$ cat config.mk
export PLATFORM = sky130hd
export DESIGN_NAME = sbm_dev_flat
export DESIGN_NICKNAME = d
export VERILOG_FILES = /design/src/rtl/sbm_pkg.sv /design/src/rtl/sbm_if.sv /design/src/rtl/sbm_dev.sv /design/src/flat_wrapper.sv
export VERILOG_INCLUDE_DIRS = /design/src /design/src/rtl
export SDC_FILE = /design/constraint.sdc
export NUM_CORES = 1
export LEC_CHECK = 0
export BUFFER_PORTS_ARGS = -buffer_cell sky130_fd_sc_hd__buf_2
export CORE_MARGIN = 2
export CORE_UTILIZATION = 52
export DETAILED_ROUTE_END_ITERATION = 6
export PLACE_DENSITY = 0.77
export SYNTH_ARGS = -nofsm -noshare
export SYNTH_HDL_FRONTEND = slang
export SYNTH_SLANG_ARGS = --single-unit
export TNS_END_PERCENT = 50
$ cat constraint.sdc
create_clock -name i_mclk -period 3 [get_ports i_mclk]
set_input_delay 0 -clock i_mclk [delete_from_list [all_inputs] [get_ports i_mclk]]
set_output_delay 0 -clock i_mclk [all_outputs]
set_load 0.005 [all_outputs]
$ cat src/rtl/sbm_map.svh
// Constants for the burst and command logic: mode fields, codes and timing
`ifndef SBM_MAP_SVH
`define SBM_MAP_SVH
`define SBM_BL_LSB      0
`define SBM_BL_MSB      2
`define SBM_ORDER_BIT   3
`define SBM_LAT_LSB     4
`define SBM_LAT_MSB     6
`define SBM_OPM_LSB     7
`define SBM_OPM_MSB     8
`define SBM_WSB_BIT     9
`define SBM_MODE_RESET  12'h000
`define SBM_BL_1        3'h0
`define SBM_BL_2        3'h1
`define SBM_BL_4        3'h2
`define SBM_BL_8        3'h3
`define SBM_BL_PAGE     3'h7
`define SBM_LAT_2       3'h2
`define SBM_LAT_3       3'h3
`define SBM_OPM_NORMAL  2'h0
`define SBM_AUTO_BIT    10
`define SBM_PAGE_LEN    10'h200
`define SBM_MRD_CYC     2
`endif

$ cat src/rtl/sbm_pkg.sv
// Types shared by the controller and device ends
package sbm_pkg;
    typedef enum logic [3:0] {
        SBM_CMD_INHIBIT = 4'h8,
        SBM_CMD_NOP     = 4'h7,
        SBM_CMD_ACTIVE  = 4'h3,
        SBM_CMD_READ    = 4'h5,
        SBM_CMD_WRITE   = 4'h4,
        SBM_CMD_LOAD    = 4'h0
    } sbm_cmd_t;
    typedef enum logic [1:0] {
        SBM_ST_IDLE  = 2'h0,
        SBM_ST_BURST = 2'h1
    } sbm_state_t;
endpackage : sbm_pkg

$ cat src/rtl/sbm_if.sv
// Command, address, mask and data pins between controller and device
`timescale 1ns/100ps
interface sbm_if;
    logic        sel_n;
    logic        row_strobe_n;
    logic        col_strobe_n;
    logic        wr_en_n;
    logic [1:0]  bank_select;
    logic [11:0] addr;
    logic [1:0]  byte_mask;
    logic [15:0] dq_from_dev;
    logic [15:0] dq_oe_dev;
    logic [15:0] dq_from_ctl;
    logic        dq_oe_ctl;
    modport ctl (output sel_n, row_strobe_n, col_strobe_n, wr_en_n, bank_select, addr,
                 byte_mask, dq_from_ctl, dq_oe_ctl, input dq_from_dev, dq_oe_dev);
    modport dev (input sel_n, row_strobe_n, col_strobe_n, wr_en_n, bank_select, addr,
                 byte_mask, dq_from_ctl, dq_oe_ctl, output dq_from_dev, dq_oe_dev);
endinterface : sbm_if

$ cat src/rtl/sbm_dev.sv
// Device end: mode register, command decode, burst address and read data timing
// Notes on behaviour
// Burst order bit picks sequential or interleaved
// Sequential bursts wrap inside aligned block
// Interleaved offset is start XOR index
// Low column bits start, upper bits block
// Full page: 512 columns, sequential, wraps
// Length one: single column, order ignored
// Read latency two or three cycles
// Drive from n+m-1, data valid n+m
// Controller picks latency two only slowly; sbm_ctl loads whatever latency code the user gives
// Normal mode only with op bits zero
// Controller never programs reserved codes; sbm_ctl passes whatever code the user gives
// Write single bit makes writes one location
// Inhibit registers nothing, bursts continue
// NOP does nothing, bursts continue
// Mode load stores address bits 0-11
// Mode load only idle, then wait; sbm_ctl waits 2 cycles but does not check for idle
// Active opens row per bank
// Precharge before activating another row; neither sbm_ctl nor sbm_dev checks this, the user must
// Read starts burst, auto close option
// Byte mask gates outputs two clocks later
// Mode register field layout
// Active-low command encodings
// Burst length code decode
// Latency code decode
`timescale 1ns/100ps
`include "sbm_map.svh"
module sbm_dev #(
    parameter int COLS = 512
) (
    // Clock and reset
    input  wire logic        i_mclk,
    input  wire logic        i_srst,
    // Pins
    sbm_if.dev               pins,
    // Status
    output logic [11:0]      o_mode,
    output logic [3:0]       o_row_open,
    output logic             o_normal,
    output logic             o_wr_single,
    output logic [8:0]       o_col,
    output logic             o_col_valid
);
    import sbm_pkg::*;

    // ****************************************
    // Command decode
    // ****************************************
    logic [3:0]  pin_cmd;
    logic        is_load;
    logic        is_act;
    logic        is_read;
    logic        is_write;
    assign pin_cmd  = {pins.sel_n, pins.row_strobe_n, pins.col_strobe_n, pins.wr_en_n};
    assign is_load  = !pins.sel_n && pin_cmd == 4'(SBM_CMD_LOAD);
    assign is_act   = !pins.sel_n && pin_cmd == 4'(SBM_CMD_ACTIVE);
    assign is_read  = !pins.sel_n && pin_cmd == 4'(SBM_CMD_READ);
    assign is_write = !pins.sel_n && pin_cmd == 4'(SBM_CMD_WRITE);

    // ****************************************
    // Mode register and fields
    // ****************************************
    logic [11:0] operating_configuration_ff;
    logic [2:0]  burst_len_field;
    logic        burst_order_bit;
    logic [2:0]  read_latency_field;
    logic        op_mode_bit_low;
    logic        op_mode_bit_high;
    logic        write_single_bit;

    always_ff @(posedge i_mclk) begin
        if (i_srst) begin
            operating_configuration_ff <= `SBM_MODE_RESET;
        end else if (is_load) begin
            operating_configuration_ff <= pins.addr;
        end
    end

    assign burst_len_field    = operating_configuration_ff[`SBM_BL_MSB:`SBM_BL_LSB];
    assign burst_order_bit    = operating_configuration_ff[`SBM_ORDER_BIT];
    assign read_latency_field = operating_configuration_ff[`SBM_LAT_MSB:`SBM_LAT_LSB];
    assign op_mode_bit_low    = operating_configuration_ff[`SBM_OPM_LSB];
    assign op_mode_bit_high   = operating_configuration_ff[`SBM_OPM_MSB];
    assign write_single_bit   = operating_configuration_ff[`SBM_WSB_BIT];
    assign o_mode      = operating_configuration_ff;
    assign o_normal    = {op_mode_bit_high, op_mode_bit_low} == `SBM_OPM_NORMAL;
    assign o_wr_single = write_single_bit;

    // Burst length code to span mask and count
    logic [8:0] blk_mask;
    logic [9:0] blen;
    logic       len_ok;
    always_comb begin
        len_ok = 1'b1;
        case (burst_len_field)
            `SBM_BL_1: begin
                blk_mask = 9'h000;
                blen     = 10'h001;
            end
            `SBM_BL_2: begin
                blk_mask = 9'h001;
                blen     = 10'h002;
            end
            `SBM_BL_4: begin
                blk_mask = 9'h003;
                blen     = 10'h004;
            end
            `SBM_BL_8: begin
                blk_mask = 9'h007;
                blen     = 10'h008;
            end
            `SBM_BL_PAGE: begin
                blk_mask = 9'(COLS - 1);
                blen     = `SBM_PAGE_LEN;
            end
            default: begin
                blk_mask = 9'h000;
                blen     = 10'h001;
                len_ok   = 1'b0;
            end
        endcase
    end

    // Latency code to cycles, reserved codes give no read
    logic [1:0] lat;
    always_comb begin
        case (read_latency_field)
            `SBM_LAT_2: lat = 2'h2;
            `SBM_LAT_3: lat = 2'h3;
            default:    lat = 2'h0;
        endcase
    end

    // ****************************************
    // Open rows per bank
    // ****************************************
    sbm_state_t  state_ff;
    logic [8:0]  start_ff;
    logic [8:0]  idx_ff;
    logic [9:0]  cnt_ff;
    logic        ilv_ff;
    logic        close_ff;
    logic [1:0]  bank_ff;
    logic [8:0]  mask_ff;
    logic        rd_ff;
    logic        go;
    logic [8:0]  cur_col;
    logic [11:0] row_ff [4];
    logic [3:0]  open_ff;
    // Close and open handled apart so an open of another bank keeps the close
    always_ff @(posedge i_mclk) begin
        if (i_srst) begin
            open_ff <= 4'h0;
        end else begin
            if (state_ff == SBM_ST_BURST && cnt_ff == 10'h001 && close_ff) begin
                open_ff[bank_ff] <= 1'b0;
            end
            if (is_act && o_normal) begin
                open_ff[pins.bank_select] <= 1'b1;
                row_ff[pins.bank_select]  <= pins.addr;
            end
        end
    end
    assign o_row_open = open_ff;

    // ****************************************
    // Burst address generation
    // ****************************************
    assign go = (is_read || is_write) && o_normal && len_ok && open_ff[pins.bank_select]
                && (is_write || lat != 2'h0);

    always_ff @(posedge i_mclk) begin
        if (i_srst) begin
            state_ff <= SBM_ST_IDLE;
            cnt_ff   <= 10'h000;
            idx_ff   <= 9'h000;
            start_ff <= 9'h000;
            ilv_ff   <= 1'b0;
            close_ff <= 1'b0;
            bank_ff  <= 2'h0;
            mask_ff  <= 9'h000;
            rd_ff    <= 1'b0;
        end else if (go) begin
            state_ff <= SBM_ST_BURST;
            start_ff <= pins.addr[8:0];
            idx_ff   <= 9'h000;
            cnt_ff   <= (is_write && write_single_bit) ? 10'h001 : blen;
            mask_ff  <= (is_write && write_single_bit) ? 9'h000 : blk_mask;
            ilv_ff   <= burst_order_bit && burst_len_field != `SBM_BL_1
                        && burst_len_field != `SBM_BL_PAGE;
            close_ff <= pins.addr[`SBM_AUTO_BIT] && burst_len_field != `SBM_BL_PAGE;
            bank_ff  <= pins.bank_select;
            rd_ff    <= is_read;
        end else if (state_ff == SBM_ST_BURST) begin
            idx_ff <= idx_ff + 9'h001;
            cnt_ff <= cnt_ff - 10'h001;
            if (cnt_ff == 10'h001) begin
                state_ff <= SBM_ST_IDLE;
            end
        end
    end

    // Block from upper bits, offset from low bits under the mask
    always_comb begin
        if (ilv_ff) begin
            cur_col = (start_ff & ~mask_ff) | ((start_ff ^ idx_ff) & mask_ff);
        end else begin
            cur_col = (start_ff & ~mask_ff) | ((start_ff + idx_ff) & mask_ff);
        end
    end
    assign o_col       = cur_col;
    assign o_col_valid = (state_ff == SBM_ST_BURST);

    // ****************************************
    // Read data timing and byte masks
    // ****************************************
    // Column enters a pipe at n+1; it reaches the pins at n+m-1 (drive start)
    logic [8:0]  colp_ff;
    logic        vp_ff;
    logic [1:0] bm1_ff;
    logic [1:0] bm2_ff;
    logic [15:0] dq_ff;
    logic        drv_ff;
    logic        rdv;

    assign rdv = o_col_valid && rd_ff;
    always_ff @(posedge i_mclk) begin
        if (i_srst) begin
            vp_ff  <= 1'b0;
            bm1_ff <= 2'h3;
            bm2_ff <= 2'h3;
            dq_ff  <= 16'h0000;
            drv_ff <= 1'b0;
        end else begin
            vp_ff      <= rdv;
            colp_ff    <= cur_col;
            bm1_ff     <= pins.byte_mask;
            bm2_ff     <= bm1_ff;
            drv_ff     <= (lat == 2'h2) ? rdv : vp_ff;
            dq_ff      <= {7'h00, (lat == 2'h2) ? cur_col : colp_ff};
        end
    end

    // Data word carries its column so bursts are observable
    assign pins.dq_from_dev = dq_ff;
    generate
        for (genvar b = 0; b < 2; b++) begin : g_lane
            assign pins.dq_oe_dev[b*8 +: 8] = {8{drv_ff && !bm2_ff[b]}};
        end
    endgenerate
endmodule : sbm_dev

$ cat src/flat_wrapper.sv
// flat-port wrapper written by rule: the top's interface ports become plain ports
module sbm_dev_flat import sbm_pkg::*;
#(
    parameter int COLS = 512
)
  (i_mclk, i_srst, o_mode, o_row_open, o_normal, o_wr_single, o_col, o_col_valid, pins_sel_n, pins_row_strobe_n, pins_col_strobe_n, pins_wr_en_n, pins_bank_select, pins_addr, pins_byte_mask, pins_dq_from_ctl, pins_dq_oe_ctl, pins_dq_from_dev, pins_dq_oe_dev);
  sbm_if pins_i ();
  input  wire logic i_mclk;
  input  wire logic i_srst;
  output logic [11:0] o_mode;
  output logic [3:0] o_row_open;
  output logic o_normal;
  output logic o_wr_single;
  output logic [8:0] o_col;
  output logic o_col_valid;
  input wire logic [$bits(pins_i.sel_n)-1:0] pins_sel_n;
  input wire logic [$bits(pins_i.row_strobe_n)-1:0] pins_row_strobe_n;
  input wire logic [$bits(pins_i.col_strobe_n)-1:0] pins_col_strobe_n;
  input wire logic [$bits(pins_i.wr_en_n)-1:0] pins_wr_en_n;
  input wire logic [$bits(pins_i.bank_select)-1:0] pins_bank_select;
  input wire logic [$bits(pins_i.addr)-1:0] pins_addr;
  input wire logic [$bits(pins_i.byte_mask)-1:0] pins_byte_mask;
  input wire logic [$bits(pins_i.dq_from_ctl)-1:0] pins_dq_from_ctl;
  input wire logic [$bits(pins_i.dq_oe_ctl)-1:0] pins_dq_oe_ctl;
  output wire logic [$bits(pins_i.dq_from_dev)-1:0] pins_dq_from_dev;
  output wire logic [$bits(pins_i.dq_oe_dev)-1:0] pins_dq_oe_dev;
  assign pins_i.sel_n = pins_sel_n;
  assign pins_i.row_strobe_n = pins_row_strobe_n;
  assign pins_i.col_strobe_n = pins_col_strobe_n;
  assign pins_i.wr_en_n = pins_wr_en_n;
  assign pins_i.bank_select = pins_bank_select;
  assign pins_i.addr = pins_addr;
  assign pins_i.byte_mask = pins_byte_mask;
  assign pins_i.dq_from_ctl = pins_dq_from_ctl;
  assign pins_i.dq_oe_ctl = pins_dq_oe_ctl;
  assign pins_dq_from_dev = pins_i.dq_from_dev;
  assign pins_dq_oe_dev = pins_i.dq_oe_dev;
  sbm_dev #(.COLS(COLS)) u_core (.i_mclk(i_mclk), .i_srst(i_srst), .pins(pins_i), .o_mode(o_mode), .o_row_open(o_row_open), .o_normal(o_normal), .o_wr_single(o_wr_single), .o_col(o_col), .o_col_valid(o_col_valid));
endmodule
==> results.md, run 1 <==
* Final antenna-violating net count at 0
* Data arrival time of the critical path at 2800 ps
* Vias at 3,121
* Crit-path cells: ha_1, inv_1, fa_1, nand2b_1, a211oi_2, a32o_1, mux2i_1, xor2_1, buf_2
* Post-CTS Setup Bufs at 0
* Total CTS buffers at 9
* CP max FO at 6
* DP Worst Slack at 405 ps
* Crit path max-delay family: adder cells
* Post-synth design cell area at 3680 sq um
* Fmax at 357 MHz
* Diode count at 0
* Root buf cell: clkbuf_8
* Final hold viol count at 0
* Crit path launch type: register
* Synth top area share at 37.5%
* #FFs+latches synth at 78
* Outcome: finished, final reports clean
* Distinct cells, synth at 52
* Largest net degree at the start of global routing at 52
* Share of cells above drive strength 1 at 20.9%
* Slew Limit Fails at 0
* WP data required at 3000 ps
* Detail-routed via count per cell at 5.22
* Worst reg2reg path depth at 9
* Crit path buf inv count at 2
* Crit path from: u_core.idx_ff[0]
* Num ports at 99
* Drt wl/cell at 13.8 um
* Initial core utilization at 53.9%
* Slowest cell on the critical path: dfxtp_1
* Min Tclk post-route at 2800 ps
* Top cells by count, synth: nand2_1 (85), dfxtp_1 (69), a21oi_1 (43)
* Peak supply drop at 449 uV
* Clk_lat worst skew at 350 ps
* Pwr Total at 0.00208 W
* Nets at 548
* Number of global-route vias before repair at 2,866
* Iter 0 DRT Violations at 196
* Power per standard cell area at 475 nW/um^2
* Total congestion overflow at 0
* Lkg Pwr at 1.86 nW
* WHS Endpoint: u_core.o_mode[10]
* # fillers at 578
* EDFF count, synth at 9
* Clk pin slew, worst setup/hold paths at 80 ps
* Maximum capacitance violations at 0
* Gr usage total at 21.7%
* RSZ-0062 raised after global routing: false
* Core Footprint at 6830 sq um
* Largest cells by area after synthesis: dfxtp_1 (38%), nand2_1 (8.7%), edfxtp_1 (7.3%)
* GPL Wtd Cong at 0.933
* Tcrit/Tclk final at 93.4%
* Setup CP Type: register to output pin
* Htree depth at 3
* HP Class: input port to register
* Post-synthesis sequential area ratio at 44.9%
* Crit-path max cell delay at 450 ps
* Final setup fails at 0
* Ys Warns at 0
* Rows at 30
* Die height at 88.1 um
* Worst Skew at 9.09 ps
* Reg-to-reg critical path startpoint: u_core.idx_ff[0]
* Slew headroom at 23.4%
* Clk sinks at 78
* Synth-to-Final Area Change at 19.2%
* Dpl hpwl at 5690 um
* Main synth FF type: dfxtp_1
* Setup_tns at 0 ps
* Area leader, netlist: dfxtp_1
* Die W at 88.1 um
* CTS tree: yes
* Syn Inst Count at 426
* Buffers on Ports at 74
* Min-delay src: pins_row_strobe_n
* Clk buf depth at 2
* Die area at 7770 sq um
* Worst r2r dst: u_core.pins.dq_from_dev[8]
* R2R Setup Slk at 500 ps
* Setup crit end kind: output pin
* Worst setup margin at 197 ps
* Antenna violations before repair at 0
* Global-route wire length before repair at 13,100 um
* Pre-antenna DRT Iters at 4
* Post-Route WL at 8230 um
* Async S/R FF share, synth at 0%
* Mean post-synth cell area at 8.64 sq um
* Hold Path Stages at 4
* Measured slew at the worst slew-check pin at 1140 ps
* Finished Cell Area at 4390 sq um
* Most frequent cell after synthesis: nand2_1
* Placed cell areas at 3970 sq um
* Drc violations at 0
[per-stage QoR]
stage	util, %	hold WS (ps)	std cells
after floorplan	-	99.1	432
after global placement	58.1	184	564
after detailed placement	58.1	187	564
after CTS	64.1	56.3	598
after global routing	64.2	72.5	598
final	64.2	67.6	598
[worst max path at each step]
| stage | to | slack [ps] | cells past startpoint |
|---|---|---|---|
| 2_1_floorplan | u_core.pins.dq_from_dev[8] | 660 | 9 |
| 3_3_place_gp | u_core.pins.dq_from_dev[8] | 460 | 9 |
| 3_5_place_dp | u_core.pins.dq_from_dev[8] | 400 | 9 |
| 4_1_cts | o_col[8] | 70 | 9 |
| 5_1_grt | o_col[8] | 60 | 9 |
| 6_report | o_col[8] | 200 | 9 |
[power by group]
group	switching (W)	internal (W)
Clock	0.000383	0.000523
Combinational	0.0000534	0.0000460
Sequential	0.00000738	0.00107
[cell type report]
| type | count | area (sq um) | area share [%] |
|---|---|---|---|
| flip-flops and latches | 78 | 1650 | 37.6 |
| clock buffers | 12 | 156 | 3.57 |
| clock inverters | 4 | 76.3 | 1.74 |
| inverters | 12 | 45.0 | 1.03 |
| repair buffers | 96 | 581 | 13.2 |
| well taps | 96 | 120 | 2.74 |
| multi-input cells | 300 | 1760 | 40.0 |
[what timing repair did]
item | 4_1_cts | 5_1_grt
gates resized for setup | 0 | 1
hold endpoints to repair | 31 | 0
hold buffers | 18 | 0
endpoints found under the setup margin | 0 | 1
[kinds of logic (layout without fill, tap and decap cells)]
kind of cell	count (synthesis)	count (layout)	synth area share, %
simple gates	180	180	22.6
flops	78	78	44.9
compound gates	74	74	12.8
buf+inv	54	124	8.30
xor+xnor	21	21	5.00
fa+ha+maj	12	12	4.28
mux	6	6	2.01
other cells	1	7	0.102
[metal layers]
layer / GRT usage (%) / part of all wire [%]
met3: 5.47 / 7.3
met4: 9.50 / 2.7
met5: 0 / 0
met1: 27.3 / 43
met2: 35.5 / 47
[registers in the layout, indices dropped and copies added (netlist names), 2 cells and up]
name                     cells
u_core.mask_ff               4
u_core.cnt_ff               10
u_core.colp_ff               9
u_core.start_ff              9
u_core.bm1_ff                2
u_core.pins.dq_from_dev      9
u_core.idx_ff                9
u_core.o_row_open            4
u_core.bank_ff               2
u_core.bm2_ff                2
u_core.o_mode               12
[worst reg2reg max path: cells and delay by family, from the launching register on]
kind                     cells  cell delay (ps)
AO/OA/AOI/OAI                3              680
flip-flops                   1              450
multiplexers                 1              250
AND/OR/NAND/NOR              1              160
buffers and inverters        1               60
XOR/XNOR                     1              260
adder cells (fa/ha/maj)      2              580
[layout by cell type (no fill, tap or decap), types with 2 or more instances in the layout]
| master | n |
|---|---|
| nor3b_1 | 5 |
| nor4bb_1 | 2 |
| conb_1 | 7 |
| nor2b_1 | 3 |
| bufinv_16 | 2 |
| nand4_1 | 6 |
| and3_1 | 7 |
| nand3_1 | 6 |
| a21oi_1 | 43 |
| nand2b_1 | 7 |
| a21o_1 | 2 |
| nand2_1 | 85 |
| a32o_1 | 2 |
| inv_1 | 12 |
| ha_1 | 11 |
| nor2_1 | 40 |
| a311oi_1 | 3 |
| dlygate4sd3_1 | 18 |
| nor4_1 | 2 |
| nand4b_1 | 2 |
| o211ai_1 | 2 |
| xnor2_1 | 10 |
| mux2i_1 | 4 |
| buf_2 | 74 |
| buf_4 | 4 |
| nor3_1 | 2 |
| clkbuf_1 | 2 |
| dfxtp_1 | 69 |
| xor2_1 | 11 |
| clkbuf_8 | 9 |
| o21ai_0 | 6 |
| edfxtp_1 | 9 |
| o32ai_1 | 2 |
| a32oi_1 | 2 |
| or2_2 | 6 |
| or3_1 | 2 |
No activity file was read; power rests on OpenSTA's default activity.
==> run 2, diff against run 1 <==
==> constraint.sdc (replaced) <==
create_clock -name i_mclk -period 2.7 [get_ports i_mclk]
set_input_delay 0 -clock i_mclk [delete_from_list [all_inputs] [get_ports i_mclk]]
set_output_delay 0 -clock i_mclk [all_outputs]
set_load 0.005 [all_outputs]
==> run 2 against run 1 <==
  * Wire length rose by 4.6%
  * Global-route usage rose by 1.5 points
  * Die area did not move
  * Sequential cell count did not move
  * Cell count rose by 1.5%
  * Clock power fell by 11%
  * Combinational power rose by 17%
  * Power rose by 1.8%
  * First-iteration DRC count fell by 5.6%
  * Via count rose by 3.9%
  * Critical path type unchanged
  * Largest cell class unchanged
==> results.md, run 2 (synthesis gave the netlist of run 1 again) <==
* CP max FO at 3 (-3)
* Drt wl/cell at 14.2 um (+3.0%)
* R2R Setup Slk at 360 ps (-140 ps)
* Die area at 7770 sq um (unchanged)
* Clk buf depth at 2 (unchanged)
* Num ports at 99 (unchanged)
* Placed cell areas at 3980 sq um (+0.38%)
* Min Tclk post-route at 2600 ps
* Antenna violations before repair at 0 (unchanged)
* GPL Wtd Cong at 0.938 (+0.61%)
* Nets at 557 (+1.6%)
* Final hold viol count at 0 (unchanged)
* Finished Cell Area at 4430 sq um (+0.94%)
* Most common cell after layout, fill and taps aside: nand2_1
* Peak supply drop at 398 uV (-11%)
* Power per standard cell area at 479 nW/um^2 (+0.84%)
* Number of global-route vias before repair at 2,941 (+2.6%)
* Final antenna-violating net count at 0 (unchanged)
* Rows at 30 (unchanged)
* Total CTS buffers at 9 (unchanged)
* DP Worst Slack at 301 ps (-103 ps)
* Buffers on Ports at 74 (unchanged)
* Data arrival time of the critical path at 2600 ps (-200 ps)
* CTS tree: yes
* Tcrit/Tclk final at 96.1%
* Sequential Area at 1660 sq um (+0.38%)
* Dpl hpwl at 5790 um (+1.8%)
* Synth-to-Final Area Change at 20.3%
* Setup CP Type: register to output pin
* Gr usage total at 23.2% (+1.5 points)
* Clk_lat worst skew at 360 ps (about the same)
* Hold Path Stages at 5 (+1)
* Total congestion overflow at 0 (unchanged)
* Area used by multi-input combinational logic at 1760 sq um (+0.43%)
* Diode count at 0 (unchanged)
* # fillers at 563 (-2.6%)
* Die height at 88.1 um (unchanged)
* Pwr Total at 0.00212 W (+1.8%)
* Crit path launch type: register
* Vias at 3,244 (+3.9%)
* Most frequent cells in the layout: nand2_1 (85), buf_2 (74), dfxtp_1 (66)
* Core Footprint at 6830 sq um (unchanged)
* Measured slew at the worst slew-check pin at 705 ps (-434 ps)
* Clk pin slew, worst setup/hold paths at 90 ps (about the same)
* Slew headroom at 52.8% (+29 points)
* Share of cells above drive strength 1 at 22.9% (+2.0 points)
* Maximum capacitance violations at 0 (unchanged)
* Lkg Pwr at 1.88 nW (+1.2%)
* Clk sinks at 78 (unchanged)
* HP Class: input port to register
* Global-route wire length before repair at 14,000 um (+6.7%)
* Slew Limit Fails at 0 (unchanged)
* Final setup fails at 0 (unchanged)
* Fmax at 385 MHz
* Root buf cell: clkbuf_8
* Final Util at 64.8% (+0.60 points)
* Detail-routed via count per cell at 5.34 (+2.4%)
* Outcome: finished, final reports clean
* Iter 0 DRT Violations at 185 (-5.6%)
* Worst reg2reg path depth at 9 (unchanged)
* Worst setup margin at 104 ps (-92.9 ps)
* Die W at 88.1 um (unchanged)
* Pre-antenna DRT Iters at 4 (unchanged)
* WP data required at 2700 ps (-300 ps)
* Drc violations at 0 (unchanged)
* Largest register FFs at 12 (unchanged)
* Setup crit end kind: output pin
* Initial core utilization at 53.9% (unchanged)
* Worst Skew at 10.6 ps (+1.49 ps)
* Hold slack final at 129 ps (+61.3 ps)
* Post-Route WL at 8610 um (+4.6%)
* Htree depth at 3 (unchanged)
* Largest net degree at the start of global routing at 52 (unchanged)
[run 2: cell count changes in the layout (fill, tap and decap cells not counted), sizes merged]
cell and change:
buf +4, bufinv -2, clkbuf -3, clkinv +2
clkinvlp +1, dlygate4sd3 +5, inv +2
[run 2: layout make-up]
| type | count | area share, % |
|---|---|---|
| sequential | 78 | 37.4 |
| timing repair buffer | 105 | 14.9 |
| tap | 96 | 2.71 |
| multi-input combinational | 300 | 39.8 |
| clock inverter | 7 | 1.27 |
| inverter | 12 | 1.02 |
| clock buffer | 9 | 2.80 |
[run 2: critical path: stages (launching register included)]
cell and delay (ps):
dfxtp_4 360, ha_1 170, inv_1 60, fa_2 330
nand2b_1 170, a211oi_2 260, a32o_2 230, mux2i_2 220
xor2_1 260, buf_2 170
[run 2: worst paths after layout]
path / from / to
worst max register to register: u_core.idx_ff[0] / u_core.colp_ff[8]
worst min register to register: u_core.bm1_ff[0] / u_core.bm2_ff[0]
worst max-delay path: u_core.idx_ff[0] / o_col[8]
worst min-delay path: pins_col_strobe_n / u_core.o_row_open[3]
[run 2: per-stage QoR]
stage / cells / TNS, ps
2_1_floorplan: 432 / 0
3_3_place_gp: 566 / 0
3_5_place_dp: 566 / 0
4_1_cts: 605 / 0
5_1_grt: 607 / -1.29
6_report: 607 / 0
[run 2: what timing repair did]
action,CTS,global route
endpoints found under the hold margin,31,0
resized for setup,2,6
setup buffers,0,2
hold buffers,23,0
pin swaps,0,3
setup endpoints to repair,1,2
[run 2: power by group]
part           switching [W]  internal, W
clock               0.000465     0.000343
combinational      0.0000623    0.0000540
sequential        0.00000817      0.00119
total               0.000535      0.00158
[run 2: routing by layer]
metal	wire (um)	vias to the layer above	global-route usage, %
li1	-	1581	-
met5	0	-	0
met4	281	0	11.2
met2	4100	146	37.0
met3	508	29	5.18
met1	3720	1488	30.0
==> run 3, diff against run 2 <==
--- a/config.mk
+++ b/config.mk
@@ -8,9 +8,9 @@
 export LEC_CHECK = 0
 export BUFFER_PORTS_ARGS = -buffer_cell sky130_fd_sc_hd__buf_2
 export CORE_MARGIN = 2
-export CORE_UTILIZATION = 52
+export CORE_UTILIZATION = 47
 export DETAILED_ROUTE_END_ITERATION = 6
-export PLACE_DENSITY = 0.77
+export PLACE_DENSITY = 0.73
 export SYNTH_ARGS = -nofsm -noshare
 export SYNTH_HDL_FRONTEND = slang
 export SYNTH_SLANG_ARGS = --single-unit
==> constraint.sdc (replaced) <==
create_clock -name i_mclk -period 2.3 [get_ports i_mclk]
set_input_delay 0 -clock i_mclk [delete_from_list [all_inputs] [get_ports i_mclk]]
set_output_delay 0 -clock i_mclk [all_outputs]
set_load 0.005 [all_outputs]
==> run 3 against run 2 <==
  * The run now ends with negative setup slack left
  * Setup slack lost 210 ps
  * Critical path depth is the same
  * Core utilization shrank 5.4 points
  * Clock power grew 22%
  * Global-route usage shrank 2.7 points
  * Via count shrank 0.31%
  * Cell count grew 1.6%
  * Clock skew shrank 2.8 ps
  * Sequential power grew 18%
  * Sequential cell count is the same
  * Non-clock buffer count grew 4
  * Critical path type unchanged
  * Critical endpoint unchanged
  * Largest cell class unchanged
==> results.md, run 3 (synthesis gave the netlist of run 1 again) <==
* CP max FO at 3 (unchanged)
* Crit path from: u_core.idx_ff[0]
* WHS Endpoint: u_core.o_mode[0]
* Worst r2r dst: u_core.pins.dq_from_dev[6]
* HP Class: input port to register
* Placed Instances at 576 (+1.8%)
* GRT met1 Usage at 25.2% (-4.8 points)
* Non-Filler Instances at 617 (+1.6%)
* Reg-to-reg critical path startpoint: u_core.idx_ff[0]
* Pwr Total at 0.00252 W (+19%)
* Grt met2 use at 34.7% (-2.3 points)
* Met3 usage in global routing at 4.64% (-0.55 points)
* Pre-antenna DRT Iters at 4 (unchanged)
* Maximum capacitance violations at 0 (unchanged)
* Post-Route WL at 8750 um (+1.7%)
* Drt wl/cell at 14.2 um (about the same)
* Worst setup margin at -106 ps (-210 ps)
* RSZ-0062 raised after global routing: true
* Most frequent cells in the layout: nand2_1 (84), buf_2 (74), dfxtp_1 (67)
* Root buf cell: clkbuf_8
* Top Usage Layer GRT: met2
* Share of cells above drive strength 1 at 26.0% (+3.1 points)
* Min-delay src: pins_sel_n
* Worst reg2reg path depth at 12 (+3)
* Iter 0 DRT Violations at 202 (+9.2%)
* Total CTS buffers at 9 (unchanged)
* Lkg Pwr at 1.93 nW (+2.5%)
* CTS tree: yes
* Detail-routed via count per cell at 5.24 (-1.9%)
* Setup_tns at -223 ps (-223 ps)
* Rows at 32 (+6.7%)
* Synth-to-Final Area Change at 23.5%
* Outcome: finished, violations left
* Initial core utilization at 48.1% (-5.7 points)
* Largest net degree at the start of global routing at 33 (-37%)
* Worst Skew at 7.76 ps (-2.82 ps)
* WP data required at 2300 ps (-400 ps)
* Data arrival time of the critical path at 2410 ps (-190 ps)
* Number of global-route vias before repair at 2,958 (+0.58%)
* Htree depth at 3 (unchanged)
* Final setup fails at 3 (+3)
* Measured slew at the worst slew-check pin at 593 ps (-112 ps)
* Diode count at 0 (unchanged)
* Tcrit/Tclk final at 105%
* Total congestion overflow at 0 (unchanged)
* R2R Setup Slk at 40 ps (-320 ps)
* Nets at 561 (+0.72%)
* Hold Path Stages at 4 (-1)
* Core Footprint at 7650 sq um (+12%)
* Drc violations at 0 (unchanged)
* GPL Wtd Cong at 0.877 (-6.6%)
* Failing checks: negative setup slack
* Most common cell after layout, fill and taps aside: nand2_1
* Final hold viol count at 0 (unchanged)
* Final antenna-violating net count at 0 (unchanged)
* Gr usage total at 20.5% (-2.7 points)
* Largest register FFs at 12 (unchanged)
* Global-route wire length before repair at 13,900 um (about the same)
* Clk_lat worst skew at 350 ps (about the same)
* Slew Limit Fails at 0 (unchanged)
* Buffers on Ports at 74 (unchanged)
* Crit path launch type: register
* Num ports at 99 (unchanged)
* Setup CP Type: register to output pin
* Peak supply drop at 394 uV (-1.1%)
* Die height at 92.5 um (+5.0%)
* Die W at 92.5 um (+5.0%)
* Antenna violations before repair at 0 (unchanged)
* Vias at 3,234 (-0.31%)
* Slew headroom at 60.1% (+7.3 points)
* Clk sinks at 78 (unchanged)
* Setup crit end kind: output pin
* Hold slack final at 12.8 ps (-116 ps)
* Min Tclk post-route at 2410 ps
* Dpl hpwl at 5840 um (+0.79%)
* Clk pin slew, worst setup/hold paths at 80 ps (about the same)
* Power per standard cell area at 555 nW/um^2 (+16%)
* Clk buf depth at 2 (unchanged)
* Fmax at 416 MHz
* Die area at 8550 sq um (+10%)
run 3: worst max-delay path by stage:
stage / to / slack [ps] / cells past startpoint
finish: o_col[8] / -110 / 9
global route: o_col[8] / -220 / 9
CTS: o_col[8] / -180 / 9
detailed placement: u_core.pins.dq_from_dev[8] / 90 / 9
global placement: u_core.pins.dq_from_dev[8] / 90 / 9
floorplan: u_core.pins.dq_from_dev[8] / 50 / 9
run 3: repair_timing:
item	in CTS	in global routing
setup endpoints to repair	4	12
setup buffers	2	4
hold endpoints to repair	31	0
hold buffers	20	0
resized for setup	9	12
pin swaps	6	7
run 3: power by group:
| group | internal, W | switching, W | total, W |
|---|---|---|---|
| registers | 0.00139 | 0.00000964 | 0.00140 |
| logic | 0.0000632 | 0.0000716 | 0.000135 |
| clock network | 0.000461 | 0.000523 | 0.000985 |
run 3: final cells by class:
class,instances,area [sq um]
multi-input cells,300,1840
clock buffers,10,149
clock inverters,6,42.5
repair buffers,109,687
inverters,12,45.0
well taps,102,128
fillers,678,3100
flip-flops and latches,78,1650
run 3: worst max-delay path: stages, from the launching register on:
cell and delay, ps:
dfxtp_2 360, ha_4 140, inv_2 30, fa_2 340, nand2b_4 160, a211oi_4 200, a32o_2 210, mux2i_2 260
xor2_2 210, buf_2 150
run 3: metal layers:
layer  wire, um  share of wire [%]
met5          0                  0
met4        159                1.8
met3        475                5.4
met2       4370                 50
met1       3750                 43
run 3: metrics by stage:
step                utilization, %  instance area (sq um)  setup WS [ps]
global placement              52.7                   4030           93.4
finish                        59.4                   4550           -106
detailed placement            52.7                   4030           85.4
floorplan                        -                   3710           51.4
global route                  59.4                   4550           -219
CTS                           58.5                   4470           -181
